===== src/logic/sfc_defines.vh =====
// Constants of the supply fault input conditioning block
`ifndef SFC_DEFINES_VH
`define SFC_DEFINES_VH

// ****************************************
// Register byte offsets
// ****************************************
`define SFC_OFF_CTRL      12'h000
`define SFC_OFF_STATUS    12'h004
`define SFC_OFF_CH_BASE   12'h040
`define SFC_OFF_CH_LAST   12'h08c
`define SFC_CH_STRIDE_LSB 3

// ****************************************
// Field positions
// ****************************************
`define SFC_CTRL_LOGIC_LSB 0
`define SFC_CTRL_EDGE_LSB  8
`define SFC_THR_UV_LSB     0
`define SFC_THR_OV_LSB     8
`define SFC_THR_HYST_LSB   16
`define SFC_THR_MODE_LSB   24
`define SFC_CFG_GLITCH_LSB 0
`define SFC_CFG_WIDTH_LSB  8
`define SFC_ST_FAULT_LSB   0
`define SFC_ST_WARN_LSB    10
`define SFC_ST_LOGIC_LSB   15
`define SFC_ST_WANY_BIT    20

// ****************************************
// Reset values and encodings
// ****************************************
`define SFC_CTRL_RST 32'h0000_0000
`define SFC_THR_RST  32'h0000_0000
`define SFC_CFG_RST  32'h0000_0000
`define SFC_MODE_UV  2'h0
`define SFC_MODE_OV  2'h1

// ****************************************
// Timing
// ****************************************
`define SFC_CLK_MHZ    50
`define SFC_MAX_US     7'h64
`define SFC_CYC_PER_US 13'h0032

`endif


===== src/logic/sfc_glitch.v =====
// Programmable glitch filter: output follows input after it holds for a set number of cycles
`timescale 1ns/1ns
module sfc_glitch (
  input  wire        i_clk,
  input  wire        i_rst,
  input  wire        i_ce,
  input  wire        i_in,
  input  wire [12:0] i_limit,
  output reg         o_out
);

  reg [12:0] cnt_ff;

  // ****************************************
  // Stability counter
  // ****************************************
  always @(posedge i_clk or posedge i_rst) begin
    if (i_rst) begin
      o_out  <= 1'b0;
      cnt_ff <= 13'h0000;
    end else if (i_ce) begin
      if (i_in == o_out) begin
        cnt_ff <= 13'h0000;
      end else if (({1'b0, cnt_ff} + 14'h0001) >= {1'b0, i_limit}) begin
        o_out  <= i_in;
        cnt_ff <= 13'h0000;
      end else begin
        cnt_ff <= cnt_ff + 13'h0001;
      end
    end
  end

endmodule


===== src/logic/sfc_top.v =====
// Supply fault input conditioning: fault detectors, warnings, aux logic inputs, APB registers
//
// Notes on behaviour
// - Each detector flags undervoltage, overvoltage or out-of-window against its limits.
// - Thresholds are 8-bit codes, linear steps of one 255th of range.
// - Hysteresis applies only once a fault is asserted.
// - Undervoltage clears only at threshold plus hysteresis or above.
// - Overvoltage clears only at threshold minus hysteresis or below.
// - Hysteresis code is 5 bits, at most 31, in 255ths of range.
// - Every detector output has a glitch filter programmable 0 to 100 us.
// - Pulses shorter than the timeout never reach the filter output.
// - Longer pulses pass, delayed by exactly the timeout.
// - Each aux input is either a low-range detector or a logic input.
// - Aux in logic mode makes its detector a warning on the mapped primary.
// - Warning detectors share the primary's range and give warnings, not faults.
// - Warnings are readable in status and ORed into one warning output.
// - Five aux logic inputs feed sequencing, each level or edge mode.
// - Level mode outputs a buffered copy of the filtered level.
// - Edge mode emits one pulse of programmable width 0 to 100 us per transition.
// - Logic inputs use the same programmable glitch filter.
//
// The placing of the registers and the APB interface to the registers were decided locally.
`timescale 1ns/1ns
`include "sfc_defines.vh"
module sfc_top (
  input  wire        i_clk,
  input  wire        i_rst,
  input  wire        i_ce,
  input  wire [79:0] i_code,
  input  wire [4:0]  i_aux_pin,
  input  wire        i_psel,
  input  wire        i_penable,
  input  wire        i_pwrite,
  input  wire [11:0] i_paddr,
  input  wire [31:0] i_pwdata,
  output reg  [31:0] o_prdata,
  output reg         o_pready,
  output reg         o_pslverr,
  output reg  [9:0]  o_fault,
  output reg  [4:0]  o_warn,
  output reg         o_warn_any,
  output reg  [4:0]  o_logic
);

  // ****************************************
  // Helpers
  // ****************************************
  function [12:0] us_to_cyc;
    input [6:0] us;
    reg   [6:0] cl;
    begin
      cl        = (us > `SFC_MAX_US) ? `SFC_MAX_US : us;
      us_to_cyc = {6'h00, cl} * `SFC_CYC_PER_US;
    end
  endfunction

  // ****************************************
  // Registers
  // ****************************************
  reg  [31:0] ctrl_ff;
  wire [31:0] thr_q [0:9];
  wire [31:0] cfg_q [0:9];
  wire [4:0]  logic_mode;
  wire [4:0]  edge_mode;
  wire        setup;
  wire        acc;
  wire        wr_en;
  wire        wr_ctrl;
  wire        in_ch;
  wire [11:0] ch_off;
  wire [3:0]  ch_idx;
  reg  [31:0] nxt_rdata;
  reg         nxt_err;

  assign logic_mode = ctrl_ff[`SFC_CTRL_LOGIC_LSB +: 5];
  assign edge_mode  = ctrl_ff[`SFC_CTRL_EDGE_LSB +: 5];
  assign setup      = i_psel & ~i_penable;
  assign acc        = i_psel & i_penable & o_pready;
  assign wr_en      = acc & i_pwrite & ~o_pslverr;
  assign wr_ctrl    = wr_en & (i_paddr == `SFC_OFF_CTRL);
  assign ch_off     = i_paddr - `SFC_OFF_CH_BASE;
  assign ch_idx     = ch_off[6:3];
  assign in_ch      = (i_paddr >= `SFC_OFF_CH_BASE) && (i_paddr <= `SFC_OFF_CH_LAST) &&
                      (i_paddr[1:0] == 2'h0);

  // ****************************************
  // APB read decode
  // ****************************************
  always @* begin
    nxt_rdata = 32'h0000_0000;
    nxt_err   = 1'b0;
    if (i_paddr == `SFC_OFF_CTRL) begin
      nxt_rdata = ctrl_ff;
    end else if (i_paddr == `SFC_OFF_STATUS) begin
      nxt_rdata[`SFC_ST_FAULT_LSB +: 10] = o_fault;
      nxt_rdata[`SFC_ST_WARN_LSB +: 5]   = o_warn;
      nxt_rdata[`SFC_ST_LOGIC_LSB +: 5]  = o_logic;
      nxt_rdata[`SFC_ST_WANY_BIT]        = o_warn_any;
    end else if (in_ch) begin
      nxt_rdata = ch_off[2] ? cfg_q[ch_idx] : thr_q[ch_idx];
    end else begin
      nxt_err = 1'b1;
    end
  end

  // ****************************************
  // APB handshake, one access cycle
  // ****************************************
  always @(posedge i_clk or posedge i_rst) begin
    if (i_rst) begin
      o_pready  <= 1'b0;
      o_prdata  <= 32'h0000_0000;
      o_pslverr <= 1'b0;
    end else if (i_ce) begin
      o_pready <= setup;
      if (setup) begin
        o_prdata  <= i_pwrite ? 32'h0000_0000 : nxt_rdata;
        o_pslverr <= nxt_err;
      end else begin
        o_prdata  <= 32'h0000_0000;
        o_pslverr <= 1'b0;
      end
    end
  end

  // ****************************************
  // Control register
  // ****************************************

  always @(posedge i_clk or posedge i_rst) begin
    if (i_rst) begin
      ctrl_ff <= `SFC_CTRL_RST;
    end else if (i_ce) begin
      if (wr_ctrl) begin
        ctrl_ff <= i_pwdata & 32'h0000_1f1f;
      end
    end
  end

  // ****************************************
  // Per-channel fault detectors
  // ****************************************
  wire [9:0] raw_flt;
  wire [9:0] filt;

  genvar ch;
  generate
    for (ch = 0; ch < 10; ch = ch + 1) begin : g_ch
      // Aux n maps onto primary n, the fifth aux onto high voltage
      localparam integer pri_ch = (ch < 5) ? ch : ch - 5;
      reg  [31:0] thr_ff;
      reg  [31:0] cfg_ff;
      reg  [7:0]  src;
      reg         uv_ff;
      reg         ov_ff;
      wire        wr_thr;
      wire        wr_cfg;
      wire [7:0]  uv_th;
      wire [7:0]  ov_th;
      wire [4:0]  hyst;
      wire [1:0]  mode;
      wire [8:0]  uv_clr;
      wire [8:0]  ov_clr;
      wire        nxt_uv;
      wire        nxt_ov;
      wire        uv_on;
      wire        ov_on;
      wire [12:0] flt_lim;

      // ****************************************
      // Channel limit and filter registers
      // ****************************************
      assign wr_thr    = wr_en && in_ch && (ch_idx == ch) && !ch_off[2];
      assign wr_cfg    = wr_en && in_ch && (ch_idx == ch) && ch_off[2];
      assign thr_q[ch] = thr_ff;
      assign cfg_q[ch] = cfg_ff;

      always @(posedge i_clk or posedge i_rst) begin
        if (i_rst) begin
          thr_ff <= `SFC_THR_RST;
          cfg_ff <= `SFC_CFG_RST;
        end else if (i_ce) begin
          if (wr_thr) begin
            thr_ff <= i_pwdata & 32'h031f_ffff;
          end
          if (wr_cfg) begin
            cfg_ff <= i_pwdata & 32'h0000_7f7f;
          end
        end
      end

      // Aux detector watches its mapped primary code in logic mode
      always @* begin
        if ((ch >= 5) && logic_mode[pri_ch]) begin
          src = i_code[pri_ch*8 +: 8];
        end else begin
          src = i_code[ch*8 +: 8];
        end
      end

      assign uv_th  = thr_ff[`SFC_THR_UV_LSB +: 8];
      assign ov_th  = thr_ff[`SFC_THR_OV_LSB +: 8];
      assign hyst   = thr_ff[`SFC_THR_HYST_LSB +: 5];
      assign mode   = thr_ff[`SFC_THR_MODE_LSB +: 2];
      assign uv_clr = {1'b0, uv_th} + {4'h0, hyst};
      assign ov_clr = {1'b0, src} + {4'h0, hyst};
      // Plain threshold sets, hysteresis only on release
      assign nxt_uv = uv_ff ? ({1'b0, src} < uv_clr) : (src < uv_th);
      assign nxt_ov = ov_ff ? (ov_clr > {1'b0, ov_th}) : (src > ov_th);

      always @(posedge i_clk or posedge i_rst) begin
        if (i_rst) begin
          uv_ff <= 1'b0;
          ov_ff <= 1'b0;
        end else if (i_ce) begin
          uv_ff <= nxt_uv;
          ov_ff <= nxt_ov;
        end
      end

      // Window mode watches both limits
      assign uv_on       = (mode != `SFC_MODE_OV);
      assign ov_on       = (mode != `SFC_MODE_UV);
      assign raw_flt[ch] = (uv_on & uv_ff) | (ov_on & ov_ff);
      assign flt_lim     = us_to_cyc(cfg_ff[`SFC_CFG_GLITCH_LSB +: 7]);

      sfc_glitch u_flt (
        .i_clk   (i_clk),
        .i_rst   (i_rst),
        .i_ce    (i_ce),
        .i_in    (raw_flt[ch]),
        .i_limit (flt_lim),
        .o_out   (filt[ch])
      );
    end
  endgenerate

  // ****************************************
  // Aux logic inputs
  // ****************************************
  wire [4:0] lgc;

  genvar a;
  generate
    for (a = 0; a < 5; a = a + 1) begin : g_aux
      reg         s1_ff;
      reg         s2_ff;
      reg         s3_ff;
      reg         lvl_ff;
      reg         prev_ff;
      reg         pls_ff;
      reg  [12:0] pcnt_ff;
      wire        lf;
      wire        lf_edge;
      wire [12:0] glim;
      wire [12:0] wcyc;

      // Change counts once second and third stage agree
      always @(posedge i_clk or posedge i_rst) begin
        if (i_rst) begin
          s1_ff  <= 1'b0;
          s2_ff  <= 1'b0;
          s3_ff  <= 1'b0;
          lvl_ff <= 1'b0;
        end else if (i_ce) begin
          s1_ff <= i_aux_pin[a];
          s2_ff <= s1_ff;
          s3_ff <= s2_ff;
          if (s2_ff == s3_ff) begin
            lvl_ff <= s3_ff;
          end
        end
      end

      assign glim = us_to_cyc(cfg_q[a+5][`SFC_CFG_GLITCH_LSB +: 7]);

      sfc_glitch u_lgf (
        .i_clk   (i_clk),
        .i_rst   (i_rst),
        .i_ce    (i_ce),
        .i_in    (lvl_ff),
        .i_limit (glim),
        .o_out   (lf)
      );

      assign wcyc    = us_to_cyc(cfg_q[a+5][`SFC_CFG_WIDTH_LSB +: 7]);
      assign lf_edge = lf ^ prev_ff;

      always @(posedge i_clk or posedge i_rst) begin
        if (i_rst) begin
          prev_ff <= 1'b0;
          pls_ff  <= 1'b0;
          pcnt_ff <= 13'h0000;
        end else if (i_ce) begin
          prev_ff <= lf;
          if (lf_edge && (wcyc != 13'h0000)) begin
            pls_ff  <= 1'b1;
            pcnt_ff <= wcyc - 13'h0001;
          end else if (pcnt_ff != 13'h0000) begin
            pls_ff  <= 1'b1;
            pcnt_ff <= pcnt_ff - 13'h0001;
          end else begin
            pls_ff <= 1'b0;
          end
        end
      end

      assign lgc[a] = edge_mode[a] ? pls_ff : lf;
    end
  endgenerate

  // ****************************************
  // Output registers
  // ****************************************
  reg [9:0] nxt_fault;
  reg [4:0] nxt_warn;
  reg [4:0] nxt_logic;

  always @* begin
    nxt_fault       = filt;
    nxt_fault[9:5]  = filt[9:5] & ~logic_mode;
    nxt_warn        = filt[9:5] & logic_mode;
    nxt_logic       = lgc & logic_mode;
  end

  always @(posedge i_clk or posedge i_rst) begin
    if (i_rst) begin
      o_fault    <= 10'h000;
      o_warn     <= 5'h00;
      o_warn_any <= 1'b0;
      o_logic    <= 5'h00;
    end else if (i_ce) begin
      o_fault    <= nxt_fault;
      o_warn     <= nxt_warn;
      o_warn_any <= |nxt_warn;
      o_logic    <= nxt_logic;
    end
  end

endmodule


===== config.mk =====
export PLATFORM = sky130hd
export DESIGN_NAME = sfc_top
export DESIGN_NICKNAME = d
export VERILOG_FILES = /design/src/logic/sfc_glitch.v /design/src/logic/sfc_top.v
export VERILOG_INCLUDE_DIRS = /design/src /design/src/logic
export SDC_FILE = /design/constraint.sdc
export NUM_CORES = 2
export LEC_CHECK = 0
export ABC_AREA = 0
export CORE_MARGIN = 2
export CORE_UTILIZATION = 60
export DETAILED_ROUTE_END_ITERATION = 16
export DONT_BUFFER_PORTS = 1
export GPL_ROUTABILITY_DRIVEN = 0
export PLACE_DENSITY = 0.74
export SLEW_MARGIN = 20
export SYNTH_ARGS = -nofsm -noshare
export SYNTH_HDL_FRONTEND = slang
export SYNTH_SLANG_ARGS = --single-unit

===== constraint.sdc =====
create_clock -name i_clk -period 34 [get_ports i_clk]
set_input_delay 6.8 -clock i_clk [delete_from_list [all_inputs] [get_ports i_clk]]
set_output_delay 6.8 -clock i_clk [all_outputs]
set_load 0.01 [all_outputs]

# Word level (Yosys, flattened, before mapping)
# Cells that the tools add are included.
# classes
add_sub_neg,61
n_mul,15
magnitude_cmp,73
n_eq_ne,40
mux,112
bitwise,63
reduce_logical,114
# ops
cell,n
2-to-1 mux 13 bit,40
2-to-1 mux 32 bit,9
binary-select mux 32 bit (select 4 bit),2
"adder 13 x 1 -> 14 bit, second input constant",15
>= comparator 14 x 13 -> 1 bit,15
"adder 13 x 1 -> 13 bit, second input constant",15
adder 8 x 5 -> 9 bit,20
"multiplier 7 x 5 -> 12 bit, second input constant",15
nonzero test 13 bit,10
"subtractor 13 x 1 -> 13 bit, second input constant",10
"> comparator 7 bit, second input constant",15
2-to-1 mux 7 bit,15
> comparator 9 x 8 -> 1 bit,10
less-than comparator 8 x 9 -> 1 bit,10
> comparator 8 bit,10
less-than comparator 8 bit,10
AND reduction 2 bit,31
AND reduction 3 bit,15
2-to-1 mux 8 bit,5
2-to-1 mux 1 bit,39
logical AND 1 bit,38
nonzero test 2 bit,15
AND 1 bit,26
2-to-1 mux 21 bit,1
other kinds (23),87
# totals
reg_bits,760
out_inout_bits,55
word_cells,591

# Depth between registers and ports, before layout
# logic_depth
depth_word,11
ltp_mapped,27

# Cells and area by module
# A second synthesis with hierarchy kept.
# unflattened
hier_cells,6419
area_unflattened_um2,64090.2
# modules_own_cells
module,instances,cells_each,area_each_um2,seq_area_each_um2
sfc_top,1,4619,46880.0,13538.0
sfc_glitch,15,120,1147.4,350.3

# Worst setup path after synthesis
# No wires, ideal clock.
# synth_timing
path_type,input to register
from,input i_code[16]
to,register g_ch[7].ov_ff
setup_ns,0.150
t_arrival_ns,9.117
setup_slack_ns,24.733
cell_stages,16
n_path_buf,0
path_cell_list,mux2i_1 -> inv_1 -> ha_1 -> fa_1 -> a21oi_1 -> nor2_1 -> nor2_1 -> xnor2_1 -> ha_1 -> a21o_1 -> a21oi_1 -> o21ai_0 -> a21oi_1 -> nor2b_1 -> o21ai_0 -> a41oi_1
# synth_via
elab_chain_cells,4
elab_cells_between_ends,5
classes_between,1 x add/sub; 2 x order compare; 2 x mux
# synth_rtl
item,line,rtl
from (decl),sfc_top.v:29,"input wire [79:0] i_code,"
2-to-1 mux 8 bit *,sfc_top.v:194,if ((ch >= 5) && logic_mode[pri_ch]) begin
adder 8 x 5 -> 9 bit,sfc_top.v:206,"assign ov_clr = {1'b0, src} + {4'h0, hyst};"
> comparator 9 x 8 -> 1 bit,sfc_top.v:209,"assign nxt_ov = ov_ff ? (ov_clr > {1'b0, ov_th}) : (src > ov_th);"
2-to-1 mux 1 bit *,sfc_top.v:209,
to (signal assigned),sfc_top.v:217,ov_ff <= nxt_ov;
to (decl),sfc_top.v:155,reg ov_ff;
# Every way passes the cells marked *; elsewhere a longest branch is shown, timed or not.
# A chain may end at the register's enable or synchronous reset.

==> metrics.txt <==
status complete, no violations; Yosys cell types 89; commonest cells after routing, fill and taps aside ha_1 (1000), dfrtp_1 (751), inv_1 (558); met3 Usage GRT 0.0855; drt drc 0; largest net degree at the start of global routing 307; nets about 7400; H-tree depth 3; VDD IR-drop max between 0.03 and 0.04 mV; Vias/cell roughly 6.3; grt peak-use layer met2; total track usage 0.323; Clk Tree Root Cell clkbuf_16; R2R Path Start g_ch[6].cfg_ff[6]; number of core rows 118; max_slew headroom 0.248; CP Data Required Time around 35 ns; I/O Buffers 0; Async S/R FF share, synth 1.00; #FFs+latches synth 751; Final Hold Vio Count 0; hold path startpoint g_aux[2].pls_ff; CTS tree yes; post_cts resized 0; # IOs 190; Post-synth EDFFs 0; initial antenna violation count 9; Post-Syn Instances around 6300; total power ~0.0023 W; Post CTS Setup Buffer Count 0; insertion delay to the later sink of the worst-skew pair between 0.6 and 0.7 ns; clock tree buffer depth 3; Max stage delay cell, worst path buf_4; Worst Path Arrival about 11 ns; M2 GR Usage 0.508; max-cap violation count 0; antenna violation net count after detailed routing 0; core footprint just over 0.1 mm²; worst stage delay on the critical path about 0.85 ns; launch point of the worst path i_rst; Crit Path Max Fanout 133; Worst Max-Slew Pin Slew between 1 and 1.5 ns; CP Cell Sequence inv_8 -> buf_4 -> buf_4 -> buf_4 -> buf_4 -> buf_12; first-pass GRT wire length ~270000 µm; Final Skew approximately 0.028 ns; CTS Hold Bufs 0; HPWL Detailed roughly 130000 µm; Area growth syn-to-layout 6.57%; die area ~0.11 mm²; 1st-pass router iterations 6; final setup TNS 0 ns; Num CTS Buffers between 80 and 90; Hold Crit Class register to register; Seq/Total Area, Yosys 0.301; FMAX about 96 MHz; Power per Cell Area around 35 mW/mm²; Overflow after GRT 0; Cells after DPL 7491; Starting DRT DRC Count roughly 3700; detailed-route via count slightly below 50000; layout cell share with drive strength beyond 1 0.113; crit start category input port; LEAKAGE ~33 nW; Slew Viols, Final 0; synth warn 0; number of global-route vias before repair about 48000; Die Y approximately 330 µm; critical path class input port to asynchronous set/reset pin; CP dominant cell by count buf_4; Clock transition at path regs about 0.06 ns; Routed Wire Length between 150000 and 200000 µm; post-route worst setup slack about 24 ns; setup slack at placement roughly 23 ns; commonest non-fill, non-tap cell in the layout ha_1; synthesized area per cell 9.85 µm²; area of the mapped netlist between 0.06 and 0.07 mm²; Die Wd 326 µm; hold slack 0.481 ns; Cell Count, Final, Fillers Out roughly 7700; final period utilization 0.308; Num Clock Sinks roughly 750; Routed WL per cell 22.5 µm; Tmin final 10.47 ns; final setup fails 0; Critical Path Sink Type asynchronous set/reset pin; Synth Flop Type dfrtp_1; RSZ-0062 raised after global routing false; met1 Use GR 0.410; Initial Util 0.603
per-stage QoR:
stage                util  cell area, µm²
global route        0.643           66500
floorplan               -           62400
finish              0.643           66500
detailed placement  0.613           63300
global placement    0.613           63300
CTS                 0.643           66400
final timing paths:
path                                            end  depth (start not counted)  slack [ns]
max in group i_clk               g_ch[6].thr_ff[20]                          8       24.46
max                        g_aux[4].u_lgf.cnt_ff[4]                          6       23.53
max reg2reg                g_ch[6].u_flt.cnt_ff[11]                         24       28.11
min reg2reg                         g_aux[2].pls_ff                          1        0.48
min                                 g_aux[2].pls_ff                          1        0.48
min in group asynchronous         g_ch[1].thr_ff[5]                          1        6.05
worst max-delay path: cells and delay by family:
kind / cells / cell delay [ns]
buf+inv: 6 / 4.17
area by class of cell:
| class | count | area (µm²) |
|---|---|---|
| Antenna cell | 4 | 10.0 |
| Clock buffer | 108 | 2390 |
| Clock inverter | 53 | 707 |
| Fill cell | 8333 | 36900 |
| Inverter | 560 | 2120 |
| Multi-Input combinational cell | 4769 | 40500 |
| Sequential cell | 751 | 18800 |
| Tap cell | 1380 | 1730 |
| Timing Repair Buffer | 32 | 256 |
flip-flops by register name, summed over array words and instances, names as in the netlist, 23 cells and up:
name	flops
g_aux.pcnt_ff	65
g_aux.u_lgf.cnt_ff	65
g_ch.cfg_ff	140
g_ch.thr_ff	230
g_ch.u_flt.cnt_ff	130
o_prdata	23
where the power goes:
group,switching [W],total (W),internal (W)
Clock,0.000421,0.00102,0.000603
Combinational,0.000153,0.000278,0.000125
Sequential,0.0000798,0.00103,0.000949
logic make-up after synthesis:
logic type,after synthesis,share of synthesized area
flops,751,0.301
buf+inv,822,0.0510
xor+xnor,438,0.0615
simple gates,1304,0.105
other cells,1,0.0000601
compound gates,1431,0.155
mux,537,0.109
fa+ha+maj,1050,0.217
synthesized netlist by cell type, drive strengths merged, types with 139 or more instances:
cell       n  area (µm²)
ha      1000       12500
dfrtp    751       18800
nor2     245         922
xnor2    299        2620
xor2     139        1220
nand2    316        1190
a21oi    257        1290
clkbuf   182         683
a21o     174        1310
o21ai    388        1950
mux2     405        4560
nand3    155         776
inv      559        2100
per-layer routing:
layer,share of wire,vias up
li1,-,22600
met1,0.40,23700
met2,0.45,1609
met3,0.092,433
met4,0.056,4
met5,0.00018,-
(Power assumes the default switching activity.)
